## src/verilog/pne_params.svh

```systemverilog
// offsets, field positions, reset values and counts for the next page / eee status bank
// assumes inclusion by bare name from the design modules
`ifndef PNE_PARAMS_SVH
`define PNE_PARAMS_SVH
`define PNE_NP_WORD_OFF    8'hEA
`define PNE_EEE_ADV_OFF    8'hEC
`define PNE_NP_RESET       16'h0000
`define PNE_EEE_RESET      16'h0000
`define PNE_RDATA_IDLE     16'h0000
`define PNE_ACK_BIT        14
`define PNE_TOGGLE_BIT     11
`define PNE_LP_EEE_W       6
`define PNE_LOC_EEE_W      2
`define PNE_CONSIST_BURSTS 3
`endif

```

## src/verilog/pne_pkg.sv

```systemverilog
// types shared by the next page / eee status bank
// assumes the params header sits beside it
package pne_pkg;
  // received next page code word layout
  typedef struct packed {
    logic        more_pages;
    logic        page_ack;
    logic        message_flag;
    logic        comply_ack;
    logic        sync_toggle;
    logic [10:0] code_field;
  } pne_np_word_t;

  // eee advertisement layout, low bits not carried here read zero
  typedef struct packed {
    logic       rsvd_15;
    logic [5:0] lp_eee;
    logic [1:0] rsvd_8_7;
    logic [1:0] loc_eee;
    logic [4:0] rsvd_low;
  } pne_eee_adv_t;

  // register port request
  typedef struct packed {
    logic        rd;
    logic        wr;
    logic [7:0]  addr;
    logic [15:0] wdata;
  } pne_reg_req_t;

  // next page exchange phase
  typedef enum logic [1:0] {
    PNE_NP_IDLE = 2'b01,
    PNE_NP_XCHG = 2'b10
  } pne_np_state_t;
endpackage : pne_pkg

```

## src/verilog/pne_top.sv

```systemverilog
// next page received word and eee advertisement status bank for one phy port
// assumes auto-negotiation strobes and words come from logic on i_mclk
`timescale 1ns/1ps
`include "pne_params.svh"
module pne_top
  import pne_pkg::*;
#(
  parameter int CONSIST_BURSTS = `PNE_CONSIST_BURSTS
)(
  input  wire logic                     i_mclk,         // core clock, 100 mhz
  input  wire logic                     i_rst,          // sync reset, high
  input  wire pne_reg_req_t             i_reg_req,      // host register request
  input  wire logic                     i_an_restart,   // auto-negotiation restart
  input  wire logic                     i_flp_valid,    // received burst strobe
  input  wire logic [15:0]              i_flp_word,     // received burst code word
  input  wire logic                     i_base_done,    // base page exchange finished
  input  wire logic [15:0]              i_base_word,    // local base link code word
  input  wire logic                     i_np_sent,      // local next page exchanged
  input  wire logic                     i_np_pending,   // local next page to send
  input  wire logic                     i_lp_eee_valid, // partner eee ability strobe
  input  wire logic [`PNE_LP_EEE_W-1:0] i_lp_eee,       // partner eee kr..tx
  input  wire logic [`PNE_LOC_EEE_W-1:0] i_loc_eee,     // local eee kr, kx4
  output logic [15:0]                   o_reg_rdata,    // read data
  output logic                          o_reg_rack,     // read answer strobe
  output logic                          o_reg_wack,     // write answer strobe
  output logic                          o_tx_ack,       // ack bit for local word
  output logic                          o_tx_toggle,    // toggle bit for local page
  output logic                          o_toggle_err,   // partner toggle out of step
  output logic                          o_np_phase      // next page exchange active
);
  pne_np_state_t state_ff, nxt_state;          // exchange phase
  pne_np_word_t  np_word_ff, nxt_np_word;      // received next page word
  logic [`PNE_LP_EEE_W-1:0]  lp_eee_ff,  nxt_lp_eee;   // partner eee bits
  logic [`PNE_LOC_EEE_W-1:0] loc_eee_ff, nxt_loc_eee;  // local eee bits
  logic          tx_tog_ff,  nxt_tx_tog;       // local toggle
  logic          rx_tog_ff,  nxt_rx_tog;       // last partner toggle
  logic          tog_err_ff, nxt_tog_err;      // sticky toggle mismatch
  logic          tx_ack_ff,  nxt_tx_ack;       // local ack drive
  logic [15:0]   rdata_ff,   nxt_rdata;        // read data
  logic          rack_ff,    nxt_rack;         // read answer
  logic          wack_ff,    nxt_wack;         // write answer
  logic          cons_pulse;                   // bursts became consistent
  logic          cons_done;                    // consistency held
  logic [15:0]   cons_word;                    // consistent word
  pne_eee_adv_t  adv_view;                     // assembled advertisement
  // word index of each register; byte address bit 0 selects no lane
  localparam logic [6:0] NP_WORD_IDX = 7'(`PNE_NP_WORD_OFF >> 1);  // page word index
  localparam logic [6:0] EEE_ADV_IDX = 7'(`PNE_EEE_ADV_OFF >> 1);  // advertisement index

  // consistency detection over received bursts
  // a page repeated after consistency adds no new pulse; only a
  // differing burst or an auto-negotiation restart can start the next capture
  pne_flp_consist #(
    .W      (16),
    .N      (CONSIST_BURSTS),
    .ACKPOS (`PNE_ACK_BIT)
  ) u_consist (
    .i_mclk    (i_mclk),
    .i_rst     (i_rst),
    .i_restart (i_an_restart),
    .i_valid   (i_flp_valid),
    .i_word    (i_flp_word),
    .o_pulse   (cons_pulse),
    .o_done    (cons_done),
    .o_word    (cons_word)
  );

  // phase, toggles and captured page
  always_comb begin
    nxt_state   = state_ff;
    nxt_np_word = np_word_ff;
    nxt_tx_tog  = tx_tog_ff;
    nxt_rx_tog  = rx_tog_ff;
    nxt_tog_err = tog_err_ff;
    // ack only once consistent and nothing left to send
    nxt_tx_ack  = cons_done && !i_np_pending;
    if (i_an_restart) begin
      // restart drops the exchange; the page register keeps its word
      nxt_state   = PNE_NP_IDLE;
      nxt_tog_err = 1'b0;
    end else begin
      unique case (state_ff)
        PNE_NP_IDLE: begin
          // base page is never stored: the register holds next pages only
          // partner base page: remember its toggle position
          if (cons_pulse) begin
            nxt_rx_tog = cons_word[`PNE_TOGGLE_BIT];
          end
          if (i_base_done) begin
            nxt_state  = PNE_NP_XCHG;
            nxt_tx_tog = ~i_base_word[`PNE_TOGGLE_BIT];
          end
        end
        PNE_NP_XCHG: begin
          // every field of the partner page is kept as received
          if (cons_pulse) begin
            nxt_np_word = pne_np_word_t'(cons_word);
            nxt_rx_tog  = cons_word[`PNE_TOGGLE_BIT];
            // partner must alternate; equal toggle means lost step
            // the error is sticky until restart; reads do not clear it
            if (cons_word[`PNE_TOGGLE_BIT] == rx_tog_ff) begin
              nxt_tog_err = 1'b1;
            end
          end
          // each exchanged page flips the local toggle
          if (i_np_sent) begin
            nxt_tx_tog = ~tx_tog_ff;
          end
        end
        default: begin
          nxt_state = PNE_NP_IDLE;         // illegal code recovers to idle
        end
      endcase
    end
  end

  // eee ability capture; partner bits held until a new report
  always_comb begin
    nxt_lp_eee  = lp_eee_ff;
    nxt_loc_eee = i_loc_eee;
    if (i_an_restart) begin
      // restart forgets the partner abilities
      nxt_lp_eee = '0;
    end else if (i_lp_eee_valid) begin
      // report held until the next strobe
      nxt_lp_eee = i_lp_eee;
    end
  end

  // advertisement view, reserved fields tied low
  // low bits 4-0 are not carried by this block and read zero
  always_comb begin
    adv_view          = pne_eee_adv_t'(`PNE_EEE_RESET);
    adv_view.lp_eee   = lp_eee_ff;
    adv_view.loc_eee  = loc_eee_ff;
    adv_view.rsvd_15  = 1'b0;
    adv_view.rsvd_8_7 = 2'b00;
  end

  // register port; writes only answered, nothing stored
  always_comb begin
    nxt_rdata = rdata_ff;
    nxt_rack  = 1'b0;
    nxt_wack  = i_reg_req.wr && !i_reg_req.rd;
    if (i_reg_req.rd) begin
      // rd with wr counts as a read only; that write gets no answer
      nxt_rack = 1'b1;
      // word decode, byte address bit 0 ignored
      unique case (i_reg_req.addr[7:1])
        NP_WORD_IDX: nxt_rdata = 16'(np_word_ff);
        EEE_ADV_IDX: nxt_rdata = 16'(adv_view);
        default:     nxt_rdata = `PNE_RDATA_IDLE;               // unmapped reads zero
      endcase
    end
  end

  // exchange group: phase, captured page, toggles, ack
  always_ff @(posedge i_mclk) begin
    if (i_rst) begin
      // reset: idle phase, page reads zero
      state_ff   <= PNE_NP_IDLE;
      np_word_ff <= pne_np_word_t'(`PNE_NP_RESET);
      tx_tog_ff  <= 1'b0;
      rx_tog_ff  <= 1'b0;
      tog_err_ff <= 1'b0;
      tx_ack_ff  <= 1'b0;
    end else begin
      state_ff   <= nxt_state;
      np_word_ff <= nxt_np_word;
      tx_tog_ff  <= nxt_tx_tog;
      rx_tog_ff  <= nxt_rx_tog;
      tog_err_ff <= nxt_tog_err;
      tx_ack_ff  <= nxt_tx_ack;
    end
  end

  // eee group: both ability fields read zero after reset
  always_ff @(posedge i_mclk) begin
    if (i_rst) begin
      lp_eee_ff  <= '0;
      loc_eee_ff <= '0;
    end else begin
      // local bits follow the pin level one cycle late
      lp_eee_ff  <= nxt_lp_eee;
      loc_eee_ff <= nxt_loc_eee;
    end
  end

  // register port group: answers are single-cycle strobes
  always_ff @(posedge i_mclk) begin
    if (i_rst) begin
      // no answer is given while reset is held
      rdata_ff <= `PNE_RDATA_IDLE;
      rack_ff  <= 1'b0;
      wack_ff  <= 1'b0;
    end else begin
      rdata_ff <= nxt_rdata;
      rack_ff  <= nxt_rack;
      wack_ff  <= nxt_wack;
    end
  end

  // outputs straight from flops
  // register port answers
  assign o_reg_rdata  = rdata_ff;
  assign o_reg_rack   = rack_ff;
  assign o_reg_wack   = wack_ff;
  // auto-negotiation side
  assign o_tx_ack     = tx_ack_ff;
  assign o_tx_toggle  = tx_tog_ff;
  assign o_toggle_err = tog_err_ff;
  assign o_np_phase   = state_ff[1];
endmodule : pne_top

```

## src/verilog/pne_flp_consist.sv

```systemverilog
// detects consecutive consistent flp bursts, ack bit ignored
// assumes bursts arrive as one-cycle strobes on the core clock
`timescale 1ns/1ps
module pne_flp_consist
  import pne_pkg::*;
#(
  parameter int W      = 16,
  parameter int N      = 3,
  parameter int ACKPOS = 14
)(
  input  wire logic         i_mclk,        // core clock
  input  wire logic         i_rst,         // sync reset, high
  input  wire logic         i_restart,     // new exchange, forget history
  input  wire logic         i_valid,       // burst strobe
  input  wire logic [W-1:0] i_word,        // burst code word
  output logic              o_pulse,       // first reach of n matches
  output logic              o_done,        // n matches held
  output logic [W-1:0]      o_word         // word that matched
);
  localparam int CW = $clog2(N + 1);
  localparam logic [CW-1:0] CNT_N = CW'(N);
  localparam logic [W-1:0]  MASK  = ~(W'(1) << ACKPOS);

  logic [CW-1:0] cnt_ff,   nxt_cnt;       // consistent burst count
  logic [W-1:0]  word_ff,  nxt_word;      // last burst seen
  logic          pulse_ff, nxt_pulse;     // reach strobe

  // count matches; a differing burst restarts at one
  always_comb begin
    nxt_cnt   = cnt_ff;
    nxt_word  = word_ff;
    nxt_pulse = 1'b0;
    if (i_restart) begin
      nxt_cnt = '0;
    end else if (i_valid) begin
      nxt_word = i_word;
      if (cnt_ff != '0 && ((i_word & MASK) == (word_ff & MASK))) begin
        if (cnt_ff != CNT_N) begin
          nxt_cnt   = cnt_ff + CW'(1);
          nxt_pulse = (cnt_ff + CW'(1)) == CNT_N;
        end
      end else begin
        nxt_cnt = CW'(1);                  // a mismatch is the new first burst
      end
    end
  end

  // register only
  always_ff @(posedge i_mclk) begin
    if (i_rst) begin
      cnt_ff   <= '0;
      word_ff  <= '0;
      pulse_ff <= 1'b0;
    end else begin
      cnt_ff   <= nxt_cnt;
      word_ff  <= nxt_word;
      pulse_ff <= nxt_pulse;
    end
  end

  assign o_pulse = pulse_ff;
  assign o_done  = (cnt_ff == CNT_N);
  assign o_word  = word_ff;
endmodule : pne_flp_consist

```

## config.mk

```make
export PLATFORM = sky130hd
export DESIGN_NAME = pne_top
export DESIGN_NICKNAME = d
export VERILOG_FILES = /design/src/verilog/pne_pkg.sv /design/src/verilog/pne_top.sv /design/src/verilog/pne_flp_consist.sv
export VERILOG_INCLUDE_DIRS = /design/src /design/src/verilog
export SDC_FILE = /design/constraint.sdc
export NUM_CORES = 1
export LEC_CHECK = 0
export ABC_CLOCK_PERIOD_IN_PS = 3590
export BUFFER_PORTS_ARGS = -buffer_cell sky130_fd_sc_hd__buf_2
export CAP_MARGIN = 15
export CORE_MARGIN = 1.5
export CORE_UTILIZATION = 50
export CTS_BUF_LIST = sky130_fd_sc_hd__clkbuf_8 sky130_fd_sc_hd__clkbuf_16
export DETAILED_ROUTE_END_ITERATION = 6
export GPL_ROUTABILITY_DRIVEN = 0
export HOLD_SLACK_MARGIN = 0.05
export PLACE_DENSITY = 0.8
export SLEW_MARGIN = 20
export SYNTH_ARGS = -nofsm -noshare
export SYNTH_HDL_FRONTEND = slang
export SYNTH_SLANG_ARGS = --single-unit
```

## constraint.sdc

```tcl
create_clock -name i_mclk -period 3.59 [get_ports i_mclk]
set_input_delay 0.5385 -clock i_mclk [delete_from_list [all_inputs] [get_ports i_mclk]]
set_output_delay 0.5385 -clock i_mclk [all_outputs]
set_load 0.02 [all_outputs]
```

* Word-level counts from Yosys, hierarchy flattened *
Cells that the tools add are included.

cells by class
  bitwise gates (word level) = 7
  magnitude comparators = 0
  $mul = 0
  add/subtract/negate cells = 1
  reduce and logical (&&, ||, !) cells = 17
  equality and inequality tests = 12
  div/mod/pow operators = 0
  shift-type cells = 0
  muxes and demuxes = 9

operator list
  cell                 count
  $pmux 16 s2          1
  $eq 15x15->1         1
  $eq 7x7->1 const B   2
  $reduce_and 3->1     3
  $ne 2x2->1 const B   4
  $not 1->1            7
  $eq 2x2->1 const B   3
  $mux 2               3
  $reduce_and 2->1     3
  $reduce_or 5->1      1
  $pmux 2 s2           1
  $reduce_and 4->1     1
  $reduce_bool 2->1    2
  $reduce_or 2->1      2
  $logic_and 1x1->1    3
  $mux 1               3
  $add 2x1->2 const B  1
  $eq 2x1->1 const B   1
  $logic_not 1->1      2
  $pmux 1 s2           1
  $eq 1x1->1           1

word-level totals
  latch bits = 0
  memories kept = 0
  memory bits (read-only) = 0
  bits in writable memories = 0
  bits in registers = 67
  output and inout bits = 22

* Depth between registers and ports, before layout *
  depth in word-level cells = 4
  mapped depth = 7

* Hierarchy *
Synthesis repeated with hierarchy kept, for this count alone.

unflattened totals
  cell total of the unflattened synthesis = 318
  area, all modules = 2,839.0 um2

by module, submodules not included
  module           times used  seq. area each (um2)  area each (um2)  cells each
  pne_top          1           960.9                 1,933.1          208
  pne_flp_consist  1           380.4                 905.9            110

* Least setup slack after synthesis *
OpenSTA, ideal clock, no wires.

  kind = reg-to-reg
  from = register state_ff[1]
  to = register tx_tog_ff, in the netlist o_tx_toggle
  data arrival time = 1.601 ns
  setup time = 0.073 ns
  path slack = 1.916 ns
  stages on the path, launching flop included = 7
  path through = dfxtp_1 > ha_1 > nor2_1 > or4_4 > a21oi_2 > nor2_1 > nor3_2

between the ends
  longest elaborated chain between the ends = 3
  elaborated cells on any way between the ends = 7
  those cells by class = eq/ne (4); mux (1); reduce/logical (2)

RTL lines
  item                                                       line            text
  start, declared                                            pne_top.sv:31   pne_np_state_t state_ff, nxt_state;
  start signal, assigned                                     pne_top.sv:168  state_ff <= nxt_state;
  $eq 2x2->1 or $eq 2x1->1 (tied branches)                   pne_top.sv:82   unique case (state_ff)
  $ne 2x2->1 (no line) or $reduce_bool 2->1 (tied branches)  n/a
  $reduce_and 4->1 (no line)                                 n/a
  end signal, assigned                                       pne_top.sv:170  tx_tog_ff <= nxt_tx_tog;
  end, declared                                              pne_top.sv:35   logic tx_tog_ff, nxt_tx_tog;

Parallel ways exist; a longest one is shown, timed or not.
A chain may end at the register's enable or synchronous reset.

* Final worst setup path *
  from = register state_ff[1]
  to = register np_word_ff[10] (netlist name)

between the ends
  longest elaborated chain between the ends = 2

RTL lines
  item                        line            text
  $eq 2x2->1                  pne_top.sv:82
  $reduce_and 3->1 (no line)  n/a
  end signal, assigned        pne_top.sv:162  np_word_ff <= pne_np_word_t'(`PNE_NP_RESET);
  end signal, assigned        pne_top.sv:169  np_word_ff <= nxt_np_word;
  end, declared               pne_top.sv:32   pne_np_word_t np_word_ff, nxt_np_word;

Every way passes these cells.

==> metrics <==
Seq/Total Area, Yosys=0.497; HPWL Detailed=4070 um; CP startpoint=state_ff[1]; Worst setup endpoint=np_word_ff[10]; Final Hold Viols=0; deepest clock path buffer count=2; worst r2r path cells=5; top cells by area, synth=dfxtp_1, nand2_1, a21oi_1, a22o_1, xor2_1; worst-margin pin slew=1030 ps; Pleak=1.36 nW; worst r2r src=state_ff[1]; max_cap viols=0; internal power=0.00115 W; Worst EP required=3860 ps; Final Skew=6.00 ps; Resized cells post-CTS=0; I/O Buffers=63; Core Box Area=5140 um^2; Avg Cell Area, Syn=8.73 um^2; Max Fclk=0.522 GHz; Worst-Skew Late Latency=340 ps; All-Layer GR Usage=0.207; yosys warns=0; initial antenna violation count=0; layout cells sized above 1=0.221; Sw Pwr=0.000336 W; final setup vio count=0; H-tree levels=3; DRT iter0 DRCs=64; asr flop ratio synth=0; Netlist cell types=34; post-synth top area cell=dfxtp_1; Post-CTS Repair Setup Buffers=0; Worst setup SP type=flip-flop; hold buffers post-CTS=0; synth-to-layout area growth=19.6%; setup TNS=0 ps; Synth Instances=309; antenna-violating nets left=0; Post-synth EDFFs=0; CTS Sinks=67; grt ovf=0; Worst R2R End=np_word_ff[10]; Via density=5.21; DP Cell Count=426; CP Capture Type=flip-flop; area of the mapped netlist=2700 um^2; Num CTS Buffers=9; Rel. slew slack=0.312; Die W=76.5 um; via count=2297; Residual DRC=0; Crit Path Category=flip-flop to flip-flop; Crit Path Max Fanout=16; status=finished, final reports clean; power density over the cells=461 nW/um^2; Worst Hold Margin=355 ps; Worst-path clk slew=70 ps; drt first pass iters=4; minimum clock period=1910 ps; Max Slew Vio Count=0; DR WL/cell=13.0 um; Synth top area share=0.497; # IOs=96; pin count of the biggest net entering global routing=37; Total Nets Final=446; r2r setup slk=1680 ps; num rows=26; sw frac=0.226; first-pass GRT wire length=9600 um; Final Non-Filler Cells=441; syn_nets=388; Clock Power Share=0.411; drt total wl=5710 um; Die Y=76.5 um; DIE AREA=5840 um^2; FILL cells=498; Comb pwr share=0.071; starting density of the core=0.525; commonest cells in the netlist=dfxtp_1, nand2_1, a21oi_1; vias in the first global route=2143; Synth Flop Type=dfxtp_1; CTS root buf=clkbuf_8; Sequential Power Share=0.518; Ant. Diodes=0; worst min-delay path class=primary input to flip-flop; Critical Path AT=2180 ps; Yosys reg bits=67; CTS tree=yes; VDD IR max=0.311 mV; unrepaired setup endpoints after global routing=no; final worst-path cycle share=0.533
==> registers in the layout, indices dropped and copies added, names as in the netlist <==
name,flops
np_word_ff,16
o_reg_rdata,16
u_consist.o_word,16
lp_eee_ff,6
loc_eee_ff,2
state_ff,2
u_consist.cnt_ff,2
o_reg_rack,1
o_reg_wack,1
o_toggle_err,1
o_tx_ack,1
o_tx_toggle,1
rx_tog_ff,1
u_consist.o_pulse,1
==> worst min path at each step <==
stage                           endpoint  slack, ps                  from  cells after the start
floorplan                 np_word_ff[14]        430  u_consist.o_word[14]                      2
global placement          np_word_ff[14]        440  u_consist.o_word[14]                      2
detailed placement  u_consist.o_word[14]        450  u_consist.o_word[14]                      2
CTS                             o_tx_ack        340          i_np_pending                      2
global route                    o_tx_ack        350          i_np_pending                      2
finish                          o_tx_ack        360          i_np_pending                      2
==> area by class of cell <==
cell class                      count  area (um^2)  share of cell area
Clock buffer                       11          151              0.0469
Multi-Input combinational cell    219         1260               0.390
Clock inverter                      4         42.5              0.0132
Inverter                            6         22.5             0.00698
Timing Repair Buffer               64          323               0.100
Tap cell                           70         87.6              0.0271
Sequential cell                    67         1340               0.416
==> logic make-up (layout without fill, tap and decap cells) <==
group           Yosys count  after routing  share of synthesized area
simple gates            126            126                      0.218
flops                    67             67                      0.497
compound gates           65             65                      0.148
buf+inv                  23             85                     0.0362
xor+xnor                 16             16                     0.0520
mux                       7              7                     0.0260
fa+ha+maj                 5              5                     0.0232
==> power by group through the flow <==
| stage | clock network (W) | logic (W) | registers (W) |
|---|---|---|---|
| 6_report | 0.000612 | 0.000106 | 0.000771 |
| 5_1_grt | 0.000660 | 0.000118 | 0.000772 |
| 4_1_cts | 0.000620 | 0.000106 | 0.000770 |
| 3_5_place_dp | 0 | 0.000105 | 0.000787 |
| 3_3_place_gp | 0 | 0.000103 | 0.000786 |
| 2_1_floorplan | 0 | 0.0000628 | 0.000787 |
==> metal layers <==
layer	wire, um	track usage	vias up	part of all wire
met5	0	0	-	0
met4	151	0.119	0	0.026
met3	344	0.0455	16	0.060
met2	2590	0.319	81	0.45
met1	2630	0.266	1048	0.46
li1	-	-	1152	-
==> stage by stage <==
step | power (W) | util | worst slack, ps | instance area, um^2
finish | 0.00149 | 0.628 | 1680 | 3230
global route | 0.00155 | 0.628 | 1460 | 3230
CTS | 0.00150 | 0.628 | 1660 | 3230
detailed placement | 0.000892 | 0.590 | 1680 | 3030
global placement | 0.000889 | 0.590 | 1740 | 3030
floorplan | 0.000850 | - | 1920 | 2700
==> critical path: stages, from the launching register on <==
cell and delay [ps]:
dfxtp_1 370, ha_1 290, inv_1 120, nor3b_2 740
nand2_1 170, a21oi_1 160
==> placed cells by master, fill, tap and decap left out, types with 2 or more instances in the layout <==
cell type,Yosys,final
nor4_1,5,5
nand2_1,67,67
nor3b_1,2,2
ha_1,5,5
nor2_1,17,17
nor2b_1,8,8
nand3_1,8,8
dfxtp_1,67,67
nand4_1,2,2
a22o_1,16,16
xor2_1,15,15
inv_1,6,8
a21oi_1,42,42
buf_2,3,63
clkbuf_8,0,11
mux2i_1,7,7
o21ai_0,2,2
nand2b_1,9,9
Power figures use the tool's default switching activity.
